==> src/rtl/dtsw_pkg.sv <==
/*
 * constants, field layouts and carrier structs for the drive telegram
 * status word block. assumes one 200 MHz clock and a 32-bit wishbone bus.
 */
package dtsw_pkg;

    ////////////////////////////////////////////////////////////////////////////
    // register byte offsets
    localparam logic [7:0] OFS_CW2     = 8'h00;
    localparam logic [7:0] OFS_SW2     = 8'h04;
    localparam logic [7:0] OFS_ENC1_CW = 8'h08;
    localparam logic [7:0] OFS_ENC1_SW = 8'h0C;
    localparam logic [7:0] OFS_ENC2_CW = 8'h10;
    localparam logic [7:0] OFS_ENC2_SW = 8'h14;
    localparam logic [7:0] OFS_SAFE_SW = 8'h18;
    localparam logic [7:0] OFS_CFG     = 8'h1C;
    localparam logic [7:0] OFS_IRQ_STS = 8'h20;
    localparam logic [7:0] OFS_IRQ_CLR = 8'h24;
    localparam logic [7:0] OFS_IRQ_EN  = 8'h28;

    ////////////////////////////////////////////////////////////////////////////
    // field positions
    localparam int CW2_INTEG_DIS = 6;
    localparam int CW2_FIX_STOP  = 8;
    localparam int SOL_LSB       = 12;
    localparam int ENC_CMD_LSB   = 4;
    localparam int ENC_MODE      = 7;
    localparam int ENC_ABS       = 13;
    localparam int ENC_PARK      = 14;
    localparam int ENC_FLT_ACK   = 15;
    localparam int CFG_GRP_HI    = 0;
    localparam int IRQ_W         = 4;
    localparam int IRQ_ENC1_FLT  = 0;
    localparam int IRQ_ENC2_FLT  = 1;
    localparam int IRQ_SAFE_MSG  = 2;
    localparam int IRQ_SOL_STALL = 3;
    localparam int NUM_ENC       = 2;

    ////////////////////////////////////////////////////////////////////////////
    // reset values
    localparam logic [15:0] RST_WORD = 16'h0000;
    localparam logic [3:0]  RST_SOL  = 4'h0;
    localparam logic [3:0]  SOL_STEP = 4'h1;

    ////////////////////////////////////////////////////////////////////////////
    // carriers
    typedef struct packed {
        logic       brake_open;
        logic [1:0] alarm_cls;
        logic       fixed_stop_act;
        logic       pulses_en;
    } dtsw_drv_in_t;

    typedef struct packed {
        logic       integ_dis;
        logic       fixed_stop_req;
        logic [3:0] ctrl_sol;
    } dtsw_drv_out_t;

    typedef struct packed {
        logic [3:0] fn_ok;
        logic [3:0] value;
        logic [1:0] probe;
        logic       fault;
        logic       abs_ok;
        logic       park_ok;
    } dtsw_enc_in_t;

    typedef struct packed {
        logic [3:0] fn_req;
        logic [2:0] cmd;
        logic       mode;
        logic       abs_req;
        logic       park_req;
        logic       fault_ack;
    } dtsw_enc_out_t;

    typedef struct packed {
        logic       safe_torque_off;
        logic       safe_stop_one;
        logic       safe_stop_two;
        logic       safe_standstill_hold_sel;
        logic       safe_speed_limit_act;
        logic       safe_speed_limit_sel;
        logic       int_event;
        logic       safe_accel_limit_sel;
        logic [1:0] speed_limit_pick;
        logic       safe_direction_guard_pos;
        logic       safe_direction_guard_neg;
        logic       msg_act;
    } dtsw_safe_in_t;

endpackage : dtsw_pkg

==> src/rtl/dtsw_top.sv <==
/*
 * drive telegram status word block: decodes the controller's second
 * control word and two encoder control words, assembles the second
 * status word, two encoder status words and the first safety status
 * word, and runs the sign-of-life counters.
 * assumes a classic wishbone master, inputs synchronous to clk_i and a
 * one-cycle telegram_tick_i per telegram cycle.
 */
// Added by the designer: the Wishbone slave port and the address map.
// Operation
// - control word two steers drive, status reports
// - bit 6 disables integrator, group 102/105
// - status bit 6 integrator or alarm bit 1
// - control bit 8 requests fixed-stop travel
// - status bit 8 shows fixed-stop active
// - device sign-of-life in status bits 12-15
// - status bit 5 brake open or alarm 0
// - status bit 10 pulses enabled, group 3/5
// - encoder requests 0-3 confirmed in status
// - probe bits 8-9, values in 4-7
// - fault bit 15, acknowledge shown bit 11
// - absolute value and parking request/confirm
// - second encoder identical to the first
// - safety status word bit layout
module dtsw_top (
    // clock and reset
    input  wire logic                   clk_i,
    input  wire logic                   rst_i,
    // wishbone slave
    input  wire logic                   wb_cyc_i,
    input  wire logic                   wb_stb_i,
    input  wire logic                   wb_we_i,
    input  wire logic [7:0]             wb_adr_i,
    input  wire logic [3:0]             wb_sel_i,
    input  wire logic [31:0]            wb_dat_i,
    output logic      [31:0]            wb_dat_o,
    output logic                        wb_ack_o,
    // interrupt
    output logic                        irq_o,
    // drive side
    input  wire logic                   telegram_tick_i,
    input  wire dtsw_pkg::dtsw_drv_in_t drv_i,
    input  wire dtsw_pkg::dtsw_safe_in_t safe_i,
    output dtsw_pkg::dtsw_drv_out_t     drv_o,
    output logic      [3:0]             dev_sol_o,
    // encoders
    input  wire dtsw_pkg::dtsw_enc_in_t enc_i [dtsw_pkg::NUM_ENC],
    output dtsw_pkg::dtsw_enc_out_t     enc_o [dtsw_pkg::NUM_ENC]
);

    ////////////////////////////////////////////////////////////////////////////
    // registers
    logic [15:0]             cw2_r;
    logic [15:0]             enc_cw_r [dtsw_pkg::NUM_ENC];
    logic                    grp_hi_r;
    logic [dtsw_pkg::IRQ_W-1:0] irq_sts_r;
    logic [dtsw_pkg::IRQ_W-1:0] irq_en_r;
    logic [dtsw_pkg::IRQ_W-1:0] irq_sts_nxt;
    logic [3:0]              dev_sol_r;
    logic [3:0]              last_sol_r;
    logic                    sol_seen_r;
    logic [dtsw_pkg::NUM_ENC-1:0] flt_d_r;
    logic                    msg_d_r;
    logic [31:0]             dat_r;
    logic                    ack_r;

    ////////////////////////////////////////////////////////////////////////////
    // bus decode
    wire        req      = wb_cyc_i & wb_stb_i;
    wire        wr_take  = req & wb_we_i & ack_r;
    wire [7:0]  adr      = {wb_adr_i[7:2], 2'b00};
    wire        hit_cw2  = adr == dtsw_pkg::OFS_CW2;
    wire        hit_e1   = adr == dtsw_pkg::OFS_ENC1_CW;
    wire        hit_e2   = adr == dtsw_pkg::OFS_ENC2_CW;
    wire        hit_cfg  = adr == dtsw_pkg::OFS_CFG;
    wire        hit_clr  = adr == dtsw_pkg::OFS_IRQ_CLR;
    wire        hit_en   = adr == dtsw_pkg::OFS_IRQ_EN;
    wire [15:0] bmask    = {{8{wb_sel_i[1]}}, {8{wb_sel_i[0]}}};

    function automatic logic [15:0] merge(input logic [15:0] old,
                                          input logic [15:0] dat,
                                          input logic [15:0] msk);
        merge = (old & ~msk) | (dat & msk);
    endfunction : merge

    ////////////////////////////////////////////////////////////////////////////
    // status word assembly
    wire [15:0] sw2;
    wire [15:0] safe_sw;
    wire [15:0] enc_sw [dtsw_pkg::NUM_ENC];

    // group 102/105 reports brake and integrator, group 3/5 alarm class
    assign sw2 = {dev_sol_r,
                  1'b0,
                  ~grp_hi_r & drv_i.pulses_en,
                  1'b0,
                  drv_i.fixed_stop_act,
                  1'b0,
                  grp_hi_r ? drv_o.integ_dis : drv_i.alarm_cls[1],
                  grp_hi_r ? drv_i.brake_open : drv_i.alarm_cls[0],
                  5'h00};

    assign safe_sw = {safe_i.msg_act,
                      1'b0,
                      safe_i.safe_direction_guard_neg,
                      safe_i.safe_direction_guard_pos,
                      1'b0,
                      safe_i.speed_limit_pick,
                      safe_i.safe_accel_limit_sel,
                      safe_i.int_event,
                      safe_i.safe_speed_limit_sel,
                      safe_i.safe_standstill_hold_sel,
                      safe_i.safe_speed_limit_act,
                      safe_i.safe_standstill_hold_sel,
                      safe_i.safe_stop_two,
                      safe_i.safe_stop_one,
                      safe_i.safe_torque_off};

    ////////////////////////////////////////////////////////////////////////////
    // per-encoder control decode and status, same layout for both
    genvar g;
    generate
        for (g = 0; g < dtsw_pkg::NUM_ENC; g++)
        begin : g_enc
            wire hit = (g == 0) ? hit_e1 : hit_e2;
            // reserved control bits 8-12 are never decoded
            assign enc_sw[g] = {enc_i[g].fault,
                                enc_o[g].park_req & enc_i[g].park_ok,
                                enc_o[g].abs_req & enc_i[g].abs_ok,
                                1'b0,
                                enc_o[g].fault_ack,
                                1'b0,
                                enc_i[g].probe,
                                enc_i[g].value,
                                enc_o[g].fn_req & enc_i[g].fn_ok};
            always_ff @(posedge clk_i)
            begin
                if (rst_i)
                    enc_cw_r[g] <= dtsw_pkg::RST_WORD;
                else if (wr_take & hit)
                    enc_cw_r[g] <= merge(enc_cw_r[g], wb_dat_i[15:0], bmask);
            end
            always_ff @(posedge clk_i)
            begin
                if (rst_i)
                    enc_o[g] <= '0;
                else
                begin
                    enc_o[g].fn_req    <= enc_cw_r[g][3:0];
                    enc_o[g].cmd       <= enc_cw_r[g][dtsw_pkg::ENC_CMD_LSB +: 3];
                    enc_o[g].mode      <= enc_cw_r[g][dtsw_pkg::ENC_MODE];
                    enc_o[g].abs_req   <= enc_cw_r[g][dtsw_pkg::ENC_ABS];
                    enc_o[g].park_req  <= enc_cw_r[g][dtsw_pkg::ENC_PARK];
                    enc_o[g].fault_ack <= enc_cw_r[g][dtsw_pkg::ENC_FLT_ACK];
                end
            end
        end
    endgenerate

    ////////////////////////////////////////////////////////////////////////////
    // read mux; write-only words read back as zero
    wire [15:0] rd_word =
        (adr == dtsw_pkg::OFS_SW2)     ? sw2 :
        (adr == dtsw_pkg::OFS_ENC1_SW) ? enc_sw[0] :
        (adr == dtsw_pkg::OFS_ENC2_SW) ? enc_sw[1] :
        (adr == dtsw_pkg::OFS_SAFE_SW) ? safe_sw :
        hit_cfg                        ? {15'h0000, grp_hi_r} :
        (adr == dtsw_pkg::OFS_IRQ_STS) ? {12'h000, irq_sts_r} :
        hit_en                         ? {12'h000, irq_en_r} : 16'h0000;

    always_ff @(posedge clk_i)
    begin
        if (rst_i)
        begin
            ack_r <= 1'b0;
            dat_r <= 32'h0000_0000;
        end
        else
        begin
            ack_r <= req & ~ack_r;
            dat_r <= {16'h0000, rd_word};
        end
    end

    ////////////////////////////////////////////////////////////////////////////
    // control word two and configuration
    always_ff @(posedge clk_i)
    begin
        if (rst_i)
            cw2_r <= dtsw_pkg::RST_WORD;
        else if (wr_take & hit_cw2)
            cw2_r <= merge(cw2_r, wb_dat_i[15:0], bmask);
    end

    always_ff @(posedge clk_i)
    begin
        if (rst_i)
            grp_hi_r <= 1'b0;
        else if (wr_take & hit_cfg & wb_sel_i[0])
            grp_hi_r <= wb_dat_i[dtsw_pkg::CFG_GRP_HI];
    end

    // group 3/5 treats bit 6 as reserved, so it never reaches the drive
    always_ff @(posedge clk_i)
    begin
        if (rst_i)
            drv_o <= '0;
        else
        begin
            drv_o.integ_dis      <= grp_hi_r & cw2_r[dtsw_pkg::CW2_INTEG_DIS];
            drv_o.fixed_stop_req <= cw2_r[dtsw_pkg::CW2_FIX_STOP];
            drv_o.ctrl_sol       <= cw2_r[dtsw_pkg::SOL_LSB +: 4];
        end
    end

    ////////////////////////////////////////////////////////////////////////////
    // sign-of-life: own counter advances, partner counter is checked
    wire [3:0] sol_exp   = last_sol_r + dtsw_pkg::SOL_STEP;
    wire       sol_stall = telegram_tick_i & sol_seen_r &
                           (cw2_r[dtsw_pkg::SOL_LSB +: 4] != sol_exp);

    always_ff @(posedge clk_i)
    begin
        if (rst_i)
        begin
            dev_sol_r  <= dtsw_pkg::RST_SOL;
            last_sol_r <= dtsw_pkg::RST_SOL;
            sol_seen_r <= 1'b0;
        end
        else if (telegram_tick_i)
        begin
            dev_sol_r  <= dev_sol_r + dtsw_pkg::SOL_STEP;
            last_sol_r <= cw2_r[dtsw_pkg::SOL_LSB +: 4];
            sol_seen_r <= 1'b1;
        end
    end

    ////////////////////////////////////////////////////////////////////////////
    // interrupts: rising fault and message edges, partner stall
    wire [dtsw_pkg::IRQ_W-1:0] irq_evt;
    wire [dtsw_pkg::IRQ_W-1:0] irq_clr;

    assign irq_evt[dtsw_pkg::IRQ_ENC1_FLT]  = enc_i[0].fault & ~flt_d_r[0];
    assign irq_evt[dtsw_pkg::IRQ_ENC2_FLT]  = enc_i[1].fault & ~flt_d_r[1];
    assign irq_evt[dtsw_pkg::IRQ_SAFE_MSG]  = safe_i.msg_act & ~msg_d_r;
    assign irq_evt[dtsw_pkg::IRQ_SOL_STALL] = sol_stall;
    assign irq_clr = (wr_take & hit_clr & wb_sel_i[0]) ?
                     wb_dat_i[dtsw_pkg::IRQ_W-1:0] : '0;
    // an event in the clearing cycle survives the clear
    assign irq_sts_nxt = (irq_sts_r & ~irq_clr) | irq_evt;

    always_ff @(posedge clk_i)
    begin
        if (rst_i)
        begin
            irq_sts_r <= '0;
            irq_en_r  <= '0;
            flt_d_r   <= '0;
            msg_d_r   <= 1'b0;
            irq_o     <= 1'b0;
        end
        else
        begin
            irq_sts_r <= irq_sts_nxt;
            if (wr_take & hit_en & wb_sel_i[0])
                irq_en_r <= wb_dat_i[dtsw_pkg::IRQ_W-1:0];
            flt_d_r   <= {enc_i[1].fault, enc_i[0].fault};
            msg_d_r   <= safe_i.msg_act;
            irq_o     <= |(irq_sts_nxt & irq_en_r);
        end
    end

    assign wb_ack_o  = ack_r;
    assign wb_dat_o  = dat_r;
    assign dev_sol_o = dev_sol_r;
endmodule : dtsw_top

==> config.mk <==
export PLATFORM = sky130hd
export DESIGN_NAME = dtsw_top
export DESIGN_NICKNAME = d
export VERILOG_FILES = /design/src/rtl/dtsw_pkg.sv /design/src/rtl/dtsw_top.sv
export SDC_FILE = /design/constraint.sdc
export NUM_CORES = 1
export LEC_CHECK = 0
export BUFFER_PORTS_ARGS = -buffer_cell sky130_fd_sc_hd__buf_2
export CAP_MARGIN = 20
export CORE_ASPECT_RATIO = 0.8
export CORE_MARGIN = 2
export CORE_UTILIZATION = 48
export DETAILED_ROUTE_END_ITERATION = 10
export HOLD_SLACK_MARGIN = 0.15
export PLACE_DENSITY_LB_ADDON = 0.1
export SKIP_CTS_REPAIR_TIMING = 1
export SLEW_MARGIN = 40
export SYNTH_ARGS = -nofsm -noshare
export SYNTH_HDL_FRONTEND = slang
export SYNTH_SLANG_ARGS = --single-unit
==> constraint.sdc <==
create_clock -name clk_i -period 3.25 [get_ports clk_i]
set_input_delay 0.4875 -clock clk_i [delete_from_list [all_inputs] [get_ports clk_i]]
set_output_delay 0.4875 -clock clk_i [all_outputs]
set_load 0.03 [all_outputs]
==> impl_metrics.toml <==
[logic_synthesis]
yosys-top-cells-area = "dfxtp_1 37%, edfxtp_1 17%, nor2b_1 5.4%"
syn_area_mm2 = 0.00392
async_flop_share = 0
ys_ff_latch = 95
synth_cells = 394
synth_top_area_cell = "dfxtp_1"
synth_edf_count = 22
yosys.area.top_type_share = 0.373
syn-mean-instance-area_um2 = 9.94
seq_area_frac_synth = 0.542
yosys.cell_types.count = 48
synthFlopType = "dfxtp_1"
ys_warn_count = 0

[clock_tree]
cts_root_buffer = "clkbuf_8"
cts.clk_slew.worst_paths_ns = 0.09
cts_tree = "built"
cts.sink_count = 95
cts.path.max_buffers = 2
insertion_delay_ns = 0.36
htreeDepth = 3
numCtsBuffers = 9

[global_routing]
antenna_found_initial = 0
first_global_vias = 2986
grt_usage = 0.218
grt_pass1_wl_mm = 15.0
grt_max_degree = 43
gr-total-overflow = 0

[detailed_routing]
drc = 0
drt_iter0_drc = 186
wl_per_cell_um = 15.1
wl_mm = 9.35
via_per_inst = 5.15
final_antenna_net_count = 0
num_vias = 3196
dr.pass1.iters = 6

[sta]
whs_ns = 0.358
setup_viol = 0
max_slew.worst_pin.slew_ns = 0.747
fin_tns_setup_ns = 0
slew_headroom = 0.502
rsz0062_at_grt = "false"
fmax_ghz = 0.419
slew_violations = 0
hold_violations = 0
finClkSkew_ns = 0.00928
period_needed_ns = 2.39
finalCritPeriodShare = 0.734

[setup_path]
end_kind = "register"
crit_fanout = 7
cp_data_required_time_ns = 3.52
cp.arrival_ns = 2.65
reg2reg_slack_ns = 1.04
crit_path_start_kind = "input port"
critPathKind = "input port to register"

[min_path]
min_path_type = "input port to register"

[placement]
globalplace.congestion = 0.867
port_buffers = 120
hpwlAfterDp_mm = 6.86

[floorplan]
core_mm2 = 0.00791
die_y_um = 84.8
rows = 29
start_util = 0.495
ioPinCount = 160
chipWidth_um = 105
die_area_mm2 = 0.00890

[pwr]
p_leak_nw = 2.03
power_mw = 2.20
power-per-cell-area_mw_per_mm2 = 465
peakVddDrop_v = 0.000295

[final_layout]
final_util = 0.599
num_antenna_cells = 0
drive_gt1_frac = 0.289
area_growth_pct = 21.0
final_nets = 603

[job]
maxCapViolations = 0

[status]
status = "completed"
## flip-flops by register name (all words and copies together) (netlist names), named ones only
register,cells
enc_cw_r,22
enc_o,22
wb_dat_o,16
drv_o,6
dev_sol_o,4
irq_en_r,4
irq_sts_r,4
last_sol_r,4
flt_d_r,2
grp_hi_r,1
irq_o,1
msg_d_r,1
sol_seen_r,1
wb_ack_o,1
## final cells by class
type	count	area, um^2
Fill cell	720	3170
Multi-Input combinational cell	266	1610
Clock inverter	6	40.0
Clock buffer	10	149
Sequential cell	95	2120
Timing Repair Buffer	127	653
Tap cell	108	135
Inverter	8	30.0
## power by group
group / internal (mW) / switching (mW)
registers: 1.24 / 0.0167
logic: 0.0753 / 0.142
clock network: 0.326 / 0.407
total: 1.64 / 0.566
## kinds of logic (layout without fill, tap and decap cells)
group,after synthesis,count (layout),synth area share
buffers and inverters,48,151,0.0617
AND/OR/NAND/NOR,154,154,0.205
adder cells (fa/ha/maj),2,2,0.00639
flip-flops,95,95,0.542
XOR/XNOR,8,8,0.0214
other,1,16,0.000958
AO/OA/AOI/OAI,72,72,0.126
multiplexers,14,14,0.0371
## stage by stage
| stage | std cells | cell area (um^2) | worst slack [ns] |
|---|---|---|---|
| finish | 620 | 4740 | 0.864 |
| detailed placement | 604 | 4550 | 0.482 |
| global placement | 604 | 4550 | 0.479 |
| CTS | 620 | 4740 | 0.876 |
| global route | 620 | 4740 | 0.797 |
| floorplan | 409 | 3970 | 0.720 |
## cell usage in the layout, fill, tap and decap left out, types with 3 or more instances in the layout
cell and count:
buf_2 120, dfxtp_1 73, nor2b_1 34, nor2_1 34
a21oi_1 33, nand2_1 29, nand2b_1 26, edfxtp_1 22
conb_1 16, mux2i_1 10, nand3_1 10, clkbuf_8 9
inv_1 8, buf_4 7, a32oi_1 6, nor3_1 4
xnor2_1 4, o21ai_0 4, a222oi_1 4, a211oi_1 4
nor4_1 3, or4_1 3, xor2_1 3, a32o_1 3
a22oi_1 3, mux2_2 3, a221oi_1 3, clkinv_2 3
## metal layers
metal	part of all wire	routed length [um]	vias to the layer above	global-route usage
met3	0.067	627	12	0.0497
met2	0.47	4430	113	0.360
met1	0.45	4170	1495	0.282
li1	-	-	1576	-
met5	0	0	-	0
met4	0.013	124	0	0.0764
## synth_stat cells (all sizes together) (2+ instances only)
library cell / count
buf: 17
a221oi: 3
nand4: 2
a222oi: 4
xor2: 3
nor2: 34
a21oi: 33
nand2: 29
or4b: 2
clkbuf: 23
inv: 8
edfxtp: 22
xnor2: 4
mux2i: 10
dfxtp: 73
or4: 3
a32oi: 6
nor2b: 34
ha: 2
a32o: 4
a22oi: 3
a221o: 2
o21ai: 4
a211oi: 4
mux2: 4
or2: 3
nor3: 4
nand2b: 26
nor4: 3
and3: 2
nand3: 10
## critical path, cell delays in order
cell and delay (ns):
buf_2 0.11, or4b_1 0.67, or4_1 0.55, a32o_2 0.28
a222oi_1 0.31, a21bo_1 0.23
## final timing paths
kind              end        start  depth (start not counted)
min reg2reg  wb_ack_o     wb_ack_o                          1
min          wb_ack_o     wb_stb_i                          3
max reg2reg     irq_o     wb_ack_o                          5
max             irq_o  wb_adr_i[7]                          6
(Power assumes the default switching activity.)
